## config.mk

```make
export PLATFORM = sky130hd
export DESIGN_NAME = dap_slave
export DESIGN_NICKNAME = d
export VERILOG_FILES = /design/src/common/dap_pkg.sv /design/src/core/dap_slave.sv
export SDC_FILE = /design/constraint.sdc
export NUM_CORES = 1
export LEC_CHECK = 0
export ABC_CLOCK_PERIOD_IN_PS = 1900
export BUFFER_PORTS_ARGS = -buffer_cell sky130_fd_sc_hd__buf_2
export CAP_MARGIN = 20
export CELL_PAD_IN_SITES_DETAIL_PLACEMENT = 1
export CELL_PAD_IN_SITES_GLOBAL_PLACEMENT = 1
export CORE_AREA = 2 2 284 286
export DETAILED_ROUTE_END_ITERATION = 6
export DIE_AREA = 0 0 286 288
export PLACE_DENSITY_LB_ADDON = 0.1
export SLEW_MARGIN = 5
export SYNTH_ARGS = -nofsm -noshare
export SYNTH_HDL_FRONTEND = slang
export SYNTH_SLANG_ARGS = --single-unit
```

## constraint.sdc

```tcl
create_clock -name clk_sys -period 1.9 [get_ports clk_sys]
set_input_delay 0.19 -clock clk_sys [delete_from_list [all_inputs] [get_ports clk_sys]]
set_output_delay 0.19 -clock clk_sys [all_outputs]
set_load 0.01 [all_outputs]
```

## src/common/dap_pkg.sv

```systemverilog
// shared constants and types for the debug slave port
package dap_pkg;
  localparam int WORD_W = 32;
  localparam int IDX_W = 10;
  localparam int ADDR_IDX_MSB = 11;
  localparam int ADDR_IDX_LSB = 2;
  localparam int SOURCE_BIT = 31;
  localparam logic [31:0] SYSTEM_VIEW_BASE = 32'h0000_0000;
  localparam logic [31:0] DEBUGGER_VIEW_BASE = 32'h8000_0000;
  localparam logic [31:0] REG_RESET_VALUE = 32'h0000_0000;
  localparam logic [31:0] READ_FILL_VALUE = 32'h0000_0000;
  localparam int DEFAULT_NUM_REGS = 16;
  localparam int DEFAULT_WAIT_STATES = 1;
  localparam int WAIT_W = 4;

  typedef enum logic [1:0] {
    DAP_IDLE = 2'b01,
    DAP_ACCESS = 2'b10
  } dap_state_t;

  // everything arriving from outside the clk_sys domain
  typedef struct packed {
    logic port_clock;
    logic port_clock_enable;
    logic debug_reset_n;
    logic core_powered_up;
    logic port_select;
    logic port_access_phase;
    logic port_write_not_read;
    logic debugger_source_bit;
    logic [IDX_W-1:0] port_address;
    logic [WORD_W-1:0] port_write_data;
  } dap_pins_t;

  // captured request of the transfer in progress
  typedef struct packed {
    logic write;
    logic from_debugger;
    logic [IDX_W-1:0] index;
    logic [WORD_W-1:0] wdata;
  } dap_req_t;
endpackage

```

## src/core/dap_slave.sv

```systemverilog
// debug register file behind a word-only, stallable peripheral slave port
`timescale 1ns/1ps
// What this block does
// - a low debug reset returns every debug register to its reset value.
// - data is 32 bits wide and only whole-word transfers exist.
// - the register is chosen by the ten word-address bits 11 down to 2, a 4KB window.
// - address bits 1 and 0 do not exist on the port since all registers are words.
// - address bit 31 is high for debugger accesses and low for system accesses.
// - the same register set answers at base 0x0 and at base 0x8000_0000.
// - the slave may hold ready low to insert wait states.
// - the error output is valid exactly in the cycle where ready signals completion.
// - an error is returned only when the processor is powered down.
// - the port only advances on rising port-clock edges with the clock enable high.
// - reads return 32 bits of data and writes take 32 bits of data.
module dap_slave #(
  parameter int NUM_REGS = dap_pkg::DEFAULT_NUM_REGS,
  parameter int WAIT_STATES = dap_pkg::DEFAULT_WAIT_STATES
) (
  input wire logic clk_sys,
  input wire logic resetn,
  input wire logic port_clock,
  input wire logic port_clock_enable,
  input wire logic debug_reset_n,
  input wire logic core_powered_up,
  input wire logic port_select,
  input wire logic port_access_phase,
  input wire logic port_write_not_read,
  input wire logic debugger_source_bit,
  input wire logic [dap_pkg::ADDR_IDX_MSB:dap_pkg::ADDR_IDX_LSB] port_address,
  input wire logic [dap_pkg::WORD_W-1:0] port_write_data,
  output logic [dap_pkg::WORD_W-1:0] port_read_data,
  output logic port_ready,
  output logic port_error,
  output logic access_from_debugger,
  output logic [NUM_REGS-1:0][dap_pkg::WORD_W-1:0] reg_file
);

  localparam logic [dap_pkg::WAIT_W-1:0] WAIT_LOAD = dap_pkg::WAIT_W'(WAIT_STATES);

  dap_pkg::dap_pins_t pins_raw;
  dap_pkg::dap_pins_t sync1_q;
  dap_pkg::dap_pins_t sync2_q;
  dap_pkg::dap_pins_t in_s;
  logic tick;

  dap_pkg::dap_state_t state_q, state_d;
  dap_pkg::dap_req_t req_q, req_d;
  logic [dap_pkg::WAIT_W-1:0] wait_q, wait_d;
  logic ready_q, ready_d;
  logic error_q, error_d;
  logic [dap_pkg::WORD_W-1:0] rdata_q, rdata_d;
  logic [NUM_REGS-1:0][dap_pkg::WORD_W-1:0] regs_q, regs_d;

  logic setup_seen;
  logic complete;
  logic index_hit;

  // address bits 1:0 have no port at all; bit 31 travels separately
  assign pins_raw = '{
    port_clock: port_clock,
    port_clock_enable: port_clock_enable,
    debug_reset_n: debug_reset_n,
    core_powered_up: core_powered_up,
    port_select: port_select,
    port_access_phase: port_access_phase,
    port_write_not_read: port_write_not_read,
    debugger_source_bit: debugger_source_bit,
    port_address: port_address,
    port_write_data: port_write_data
  };

  // two stages against metastability, then one more copy that still shows the pins as they
  // stood before the port clock rose: the master may change them right after that edge
  always_ff @(posedge clk_sys) begin
    if (!resetn) begin
      sync1_q <= '0;
      sync2_q <= '0;
      in_s <= '0;
    end else begin
      sync1_q <= pins_raw;
      sync2_q <= sync1_q;
      in_s <= sync2_q;
    end
  end

  // only enabled rising port-clock edges move the port; enable is taken before the edge
  assign tick = sync2_q.port_clock & ~in_s.port_clock & in_s.port_clock_enable;

  assign setup_seen = in_s.port_select & ~in_s.port_access_phase;
  assign complete = ready_q & in_s.port_select & in_s.port_access_phase;
  // both views alias one register set; bit 31 never takes part in decode
  assign index_hit = 32'(req_q.index) < NUM_REGS;

  always_comb begin
    state_d = state_q;
    req_d = req_q;
    wait_d = wait_q;
    ready_d = ready_q;
    error_d = error_q;
    rdata_d = rdata_q;
    regs_d = regs_q;
    if (tick) begin
      case (state_q)
        dap_pkg::DAP_IDLE: begin
          if (setup_seen) begin
            // capture the request at the setup edge; master holds it stable after
            req_d.write = in_s.port_write_not_read;
            req_d.from_debugger = in_s.debugger_source_bit;
            req_d.index = in_s.port_address;
            req_d.wdata = in_s.port_write_data;
            wait_d = WAIT_LOAD;
            state_d = dap_pkg::DAP_ACCESS;
            if (WAIT_LOAD == '0) begin
              ready_d = 1'b1;
              error_d = ~in_s.core_powered_up;
              rdata_d = dap_pkg::READ_FILL_VALUE;
              if (in_s.core_powered_up && !in_s.port_write_not_read &&
                  32'(in_s.port_address) < NUM_REGS) begin
                rdata_d = regs_q[in_s.port_address];
              end
            end
          end
        end
        dap_pkg::DAP_ACCESS: begin
          if (!in_s.port_select) begin
            // master walked away mid-transfer: drop it quietly
            ready_d = 1'b0;
            error_d = 1'b0;
            state_d = dap_pkg::DAP_IDLE;
          end else if (complete) begin
            if (req_q.write && !error_q && index_hit) begin
              regs_d[req_q.index] = req_q.wdata;
            end
            ready_d = 1'b0;
            error_d = 1'b0;
            state_d = dap_pkg::DAP_IDLE;
          end else if (!ready_q) begin
            // hold ready low until the wait count runs out
            if (wait_q <= dap_pkg::WAIT_W'(1)) begin
              wait_d = '0;
              ready_d = 1'b1;
              // error is produced together with ready, never on its own
              error_d = ~in_s.core_powered_up;
              rdata_d = dap_pkg::READ_FILL_VALUE;
              if (in_s.core_powered_up && !req_q.write && index_hit) begin
                rdata_d = regs_q[req_q.index];
              end
            end else begin
              wait_d = wait_q - dap_pkg::WAIT_W'(1);
            end
          end
        end
        default: begin
          state_d = dap_pkg::DAP_IDLE;
          ready_d = 1'b0;
          error_d = 1'b0;
        end
      endcase
    end
    // debug reset wins over any write in flight
    if (!in_s.debug_reset_n) begin
      regs_d = {NUM_REGS{dap_pkg::REG_RESET_VALUE}};
    end
  end

  always_ff @(posedge clk_sys) begin
    if (!resetn) begin
      state_q <= dap_pkg::DAP_IDLE;
      req_q <= '0;
      wait_q <= '0;
      ready_q <= 1'b0;
      error_q <= 1'b0;
      rdata_q <= dap_pkg::READ_FILL_VALUE;
      regs_q <= {NUM_REGS{dap_pkg::REG_RESET_VALUE}};
    end else begin
      state_q <= state_d;
      req_q <= req_d;
      wait_q <= wait_d;
      ready_q <= ready_d;
      error_q <= error_d;
      rdata_q <= rdata_d;
      regs_q <= regs_d;
    end
  end

  assign port_ready = ready_q;
  assign port_error = error_q;
  assign port_read_data = rdata_q;
  assign access_from_debugger = req_q.from_debugger;
  assign reg_file = regs_q;

  AST_ERR_WITH_READY: assert property (@(posedge clk_sys) disable iff (!resetn)
    port_error |-> port_ready)
    else $error("error raised without ready");

  AST_ERR_ONLY_POWER_DOWN: assert property (@(posedge clk_sys) disable iff (!resetn)
    $rose(port_ready) |-> (port_error == !$past(in_s.core_powered_up)))
    else $error("error response does not match power state");

  AST_READY_HOLDS: assert property (@(posedge clk_sys) disable iff (!resetn)
    (port_ready && !tick && in_s.port_select) |=> port_ready)
    else $error("ready dropped between port edges");

  AST_ONLY_ON_TICK: assert property (@(posedge clk_sys) disable iff (!resetn)
    (!tick && in_s.debug_reset_n) |=> ($stable(state_q) && $stable(reg_file)))
    else $error("port state moved without an enabled port edge");

  AST_DEBUG_RESET: assert property (@(posedge clk_sys) disable iff (!resetn)
    !in_s.debug_reset_n |=> (reg_file == {NUM_REGS{dap_pkg::REG_RESET_VALUE}}))
    else $error("debug reset did not clear the registers");

  AST_WRITE_LANDS: assert property (@(posedge clk_sys) disable iff (!resetn)
    (tick && state_q == dap_pkg::DAP_ACCESS && complete && req_q.write && !port_error &&
     index_hit && in_s.debug_reset_n) |=> (reg_file[$past(req_q.index)] == $past(req_q.wdata)))
    else $error("completed write not stored");

  AST_READ_DATA: assert property (@(posedge clk_sys) disable iff (!resetn)
    ($rose(port_ready) && !port_error && !req_q.write && index_hit && $stable(reg_file))
      |-> (port_read_data == reg_file[req_q.index]))
    else $error("read data does not match selected register");

  AST_SOURCE_LATCHED: assert property (@(posedge clk_sys) disable iff (!resetn)
    (tick && state_q == dap_pkg::DAP_IDLE && setup_seen)
      |=> (access_from_debugger == $past(in_s.debugger_source_bit)))
    else $error("access source not captured at setup");

  AST_READY_DROPS: assert property (@(posedge clk_sys) disable iff (!resetn)
    (tick && complete) |=> (!port_ready && state_q == dap_pkg::DAP_IDLE))
    else $error("ready stayed high after completion");

  AST_ERR_STEADY: assert property (@(posedge clk_sys) disable iff (!resetn)
    (port_ready && $past(port_ready)) |-> $stable(port_error))
    else $error("error changed while ready stood high");

  AST_RDATA_STEADY: assert property (@(posedge clk_sys) disable iff (!resetn)
    (port_ready && $past(port_ready)) |-> $stable(port_read_data))
    else $error("read data changed while ready stood high");

  AST_WRITE_NO_DATA: assert property (@(posedge clk_sys) disable iff (!resetn)
    ($rose(port_ready) && req_q.write) |-> (port_read_data == dap_pkg::READ_FILL_VALUE))
    else $error("write answered with read data");

  AST_ERROR_NO_DATA: assert property (@(posedge clk_sys) disable iff (!resetn)
    ($rose(port_ready) && port_error) |-> (port_read_data == dap_pkg::READ_FILL_VALUE))
    else $error("aborted read returned register data");

  AST_UNMAPPED_NO_DATA: assert property (@(posedge clk_sys) disable iff (!resetn)
    ($rose(port_ready) && !index_hit) |-> (port_read_data == dap_pkg::READ_FILL_VALUE))
    else $error("unmapped read returned data");

  AST_NO_WRITE_ON_ERROR: assert property (@(posedge clk_sys) disable iff (!resetn)
    (tick && complete && port_error && in_s.debug_reset_n) |=> $stable(reg_file))
    else $error("aborted write changed the registers");

  AST_SOURCE_HELD: assert property (@(posedge clk_sys) disable iff (!resetn)
    (state_q == dap_pkg::DAP_ACCESS) |=> $stable(access_from_debugger))
    else $error("access source changed during a transfer");

  AST_IDLE_NOT_READY: assert property (@(posedge clk_sys) disable iff (!resetn)
    (state_q == dap_pkg::DAP_IDLE) |-> !port_ready)
    else $error("ready high with no transfer");

  AST_SETUP_WAITS: assert property (@(posedge clk_sys) disable iff (!resetn)
    (tick && state_q == dap_pkg::DAP_IDLE && setup_seen && WAIT_LOAD != '0) |=> !port_ready)
    else $error("ready rose at setup although wait states are set");

  AST_WAIT_COUNTS: assert property (@(posedge clk_sys) disable iff (!resetn)
    (tick && state_q == dap_pkg::DAP_ACCESS && in_s.port_select && !port_ready &&
     wait_q > dap_pkg::WAIT_W'(1)) |=> !port_ready)
    else $error("ready rose before the wait states ran out");

  AST_SETUP_TO_ACCESS: assert property (@(posedge clk_sys) disable iff (!resetn)
    (tick && state_q == dap_pkg::DAP_IDLE && setup_seen)
      |=> (state_q == dap_pkg::DAP_ACCESS))
    else $error("setup edge did not start a transfer");

  AST_ABORT_TO_IDLE: assert property (@(posedge clk_sys) disable iff (!resetn)
    (tick && state_q == dap_pkg::DAP_ACCESS && !in_s.port_select)
      |=> (state_q == dap_pkg::DAP_IDLE && !port_ready))
    else $error("dropped select did not end the transfer");

  AST_STATE_ONE_HOT: assert property (@(posedge clk_sys) disable iff (!resetn)
    $onehot(state_q))
    else $error("transfer state lost its one-hot code");

  AST_REQ_CAPTURED: assert property (@(posedge clk_sys) disable iff (!resetn)
    (tick && state_q == dap_pkg::DAP_IDLE && setup_seen)
      |=> (req_q.index == $past(in_s.port_address) &&
           req_q.write == $past(in_s.port_write_not_read)))
    else $error("address or direction not captured at setup");

  AST_WDATA_CAPTURED: assert property (@(posedge clk_sys) disable iff (!resetn)
    (tick && state_q == dap_pkg::DAP_IDLE && setup_seen)
      |=> (req_q.wdata == $past(in_s.port_write_data)))
    else $error("write data not captured at setup");

  COV_WRITE: cover property (@(posedge clk_sys) disable iff (!resetn)
    tick && complete && req_q.write && !port_error);
  COV_READ: cover property (@(posedge clk_sys) disable iff (!resetn)
    tick && complete && !req_q.write && !port_error);
  COV_ERROR: cover property (@(posedge clk_sys) disable iff (!resetn)
    tick && complete && port_error);
  COV_DEBUGGER_VIEW: cover property (@(posedge clk_sys) disable iff (!resetn)
    tick && complete && access_from_debugger);
  COV_STALLED_EDGE: cover property (@(posedge clk_sys) disable iff (!resetn)
    tick && state_q == dap_pkg::DAP_ACCESS && !port_ready);

endmodule

```

==> impl_results.md <==
- Status: complete, but fails checks
- Failing checks: setup timing
- RSZ-0062 raised after global routing: yes
- Data required time of the worst path: around 2.4 ns
- Vias in the first global route: approximately 28000
- H-Tree Depth: 3
- Drt drc: 0
- Die area: around 82000 µm²
- Final number of max-transition violations: 0
- Die width: ~290 µm
- Cell variety after synth: 46
- Syn avg cell area: about 9 µm²
- Flops & latches, synth: around 750
- Post-route cell area: between 40000 and 50000 µm²
- Critical Path Source: req_q[41]
- Period Utilization, post-route: 1.13
- Power Density: roughly 760 nW/µm²
- GRT Total Usage: 0.314
- Initial DRC Count: roughly 2400
- Synth-to-Final Area Change: 52.6%
- Crit start category: flip-flop
- Fin nets: 4050
- Clock power share: 0.522
- Initial antenna violation count: 3
- RD Place Congestion: 0.923
- Cell internal pwr: 26400 µW
- Switching pwr: around 7500 µW
- DP Cell Count: 4769
- WL final: approximately 150000 µm
- Lkg Pwr: 0.0175 µW
- Reg area: around 15000 µm²
- Slew @ Worst Pin: 1.32 ns
- Maximum clock path buffer count: 3
- Final setup vio count: about 550
- Ys flop type: dfxtp_1
- Boundary Pins: approximately 600
- WP data arrival: 2.69 ns
- Area of the multi-input gates: 16700 µm²
- Achievable Freq: approximately 0.46 GHz
- Post-Syn Area: 29100 µm²
- Post-Syn Instances: between 3000 and 4000
- Antenna-violating nets left: 0
- YS warnings: 0
- Hold Startpoint: port_write_data[10]
- Max FO, Critical Path: 8
- Die height: 288 µm
- Filler instances: about 8600
- First-pass GRT wire length: approximately 190000 µm
- Vias/cell: 5.65
- Worst skew pair latency: around 0.67 ns
- Post-route insts no fill: slightly above 5000
- Clk_skew: roughly 0.031 ns
- Clock transition at the registers of the reported paths: approximately 0.060 ns
- Most common cell in the synthesized netlist: nand2_1
- Util after Layout: 0.558
- VDD IR max: just over 0.7 mV
- Row cnt: ~100
- Async S/R FF share, synth: 0
- Sequential area share after synthesis: 0.512
- Setup Crit Path Kind: reg -> reg
- Max-cap viol count: 0
- Floorplan Core Area: 79600 µm²
- Sequential power share: 0.466
- Clk sink count: approximately 750
- Share of Yosys cell area claimed by the top area cell type: 0.512
- Grt ovf: 0
- Synth area leader: dfxtp_1
- CTS tree: yes
- Slew HR: 0.121
- Sw frac: 0.221
- Synth area leaders: dfxtp_1 (51%), nand2_1 (14%), mux4_2 (9.9%)
- Wire per inst: roughly 30 µm
- Gate power share: 0.012
- Syn nets: around 3300
- Reg2reg path depth: 11
- TritonCTS buffer count: 85
- Final setup margin: -0.253 ns
- Worst min path class: in -> reg
- Min Clock Period, post-route: ~2.2 ns
- Drt pass-1 iters: 6
- CTS Root Cell: clkbuf_16
- Post-synth EDFFs: 0
- Ant. Diodes: 0
- Worst r2r src: req_q[41]
- Synth cell count leaders: nand2_1 (1121), dfxtp_1 (746), a21oi_1 (555)
- Total power after layout: ~34000 µW
- DR vias: between 20000 and 30000
- Worst slack, placed: -0.397 ns
- CP endpoint kind: flip-flop
- Final Hold Vio Count: 0
- Post-place instance area: about 34000 µm²
- Largest net degree at the start of global routing: between 150 and 200
- Final HPWL DP: approximately 90000 µm
- IO Port Bufs: between 500 and 600
- Effective utilization at floorplan: 0.366
- Share of layout cells above drive strength 1: 0.496
- Hold Crit Depth: 3
-- final cells by class --
type / count / share of cell area
multi-input combinational: 2191 / 0.376
sequential: 746 / 0.336
timing repair buffer: 969 / 0.189
clock buffer: 122 / 0.0559
tap: 1060 / 0.0298
clock inverter: 37 / 0.0118
inverter: 3 / 0.000310
-- power groups by stage --
stage	Sequential (µW)	Clock (µW)	Combinational (µW)
after floorplan	16100	0	182
after global placement	16100	0	310
after detailed placement	16100	0	316
after CTS	15800	17800	407
after global routing	15800	18500	462
final	15800	17700	422
-- timing repair --
action                     4_1_cts  5_1_grt
pin swaps                       87      385
setup endpoints to repair      545      545
hold buffers                    51        0
setup buffers                   37       28
cloned                          32       58
gates resized for setup        186     1001
hold endpoints to repair        53        0
-- through the flow --
stage               hold WS [ns]  setup TNS [ns]
floorplan                  0.317               0
global placement           0.395          -22.31
detailed placement         0.401          -39.87
CTS                        0.232          -46.22
global route               0.263         -120.81
finish                     0.255          -72.21
-- logic make-up after synthesis --
| logic type | synth area share |
|---|---|
| buffers and inverters | 0.0486 |
| flip-flops | 0.512 |
| AND/OR/NAND/NOR | 0.203 |
| multiplexers | 0.122 |
| AO/OA/AOI/OAI | 0.113 |
| adder cells (fa/ha/maj) | 0.000858 |
-- cells in the final DEF (no fill, tap or decap), types with 5 or more instances in the layout --
master / n
nor4_4: 16
clkbuf_8: 20
nor2b_1: 6
a21oi_1: 291
o21ai_1: 31
buf_6: 44
buf_2: 597
o21ai_0: 6
mux2i_1: 19
buf_12: 80
mux2i_2: 11
mux2_2: 31
dlygate4sd3_1: 51
bufinv_16: 9
inv_16: 5
clkinv_2: 17
nand2_1: 675
clkbuf_1: 16
buf_4: 120
nand2_4: 299
nand2_2: 148
mux4_2: 128
a22oi_2: 32
nand4_1: 17
a21boi_0: 8
and2_1: 153
buf_16: 26
dfxtp_1: 738
a21oi_2: 264
clkbuf_16: 130
buf_8: 7
nor2_1: 9
nand2b_1: 8
-- worst paths after layout --
path              slack (ns)            end
setup / recovery       -0.25  reg_file[441]
hold reg to reg         0.43    sync2_q[25]
setup reg to reg       -0.25  reg_file[441]
hold / removal          0.25    sync1_q[10]
-- layer usage --
layer	wire, µm	track usage	up-vias
li1	-	-	12368
met1	57500	0.400	14744
met2	73200	0.518	1402
met3	11400	0.0711	472
met4	9870	0.123	0
met5	0	0	-
-- state kept, by name, summed over array words and instances, names as in the netlist --
signal,count
sync1_q,50
port_ready,1
in_s,50
wait_q,4
sync2_q,50
req_q,43
port_error,1
port_read_data,32
state_q,2
reg_file,512
access_from_debugger,1
-- worst max-delay path, cell delays in order (launching register included) --
cell	delay [ns]
dfxtp_2	0.33
nor4_4	0.31
buf_4	0.17
and3_4	0.26
buf_16	0.13
buf_12	0.09
buf_6	0.08
nand4_1	0.11
buf_6	0.18
clkbuf_16	0.20
nand2_2	0.08
a21oi_1	0.06
No activity file was read; power rests on OpenSTA's default activity.
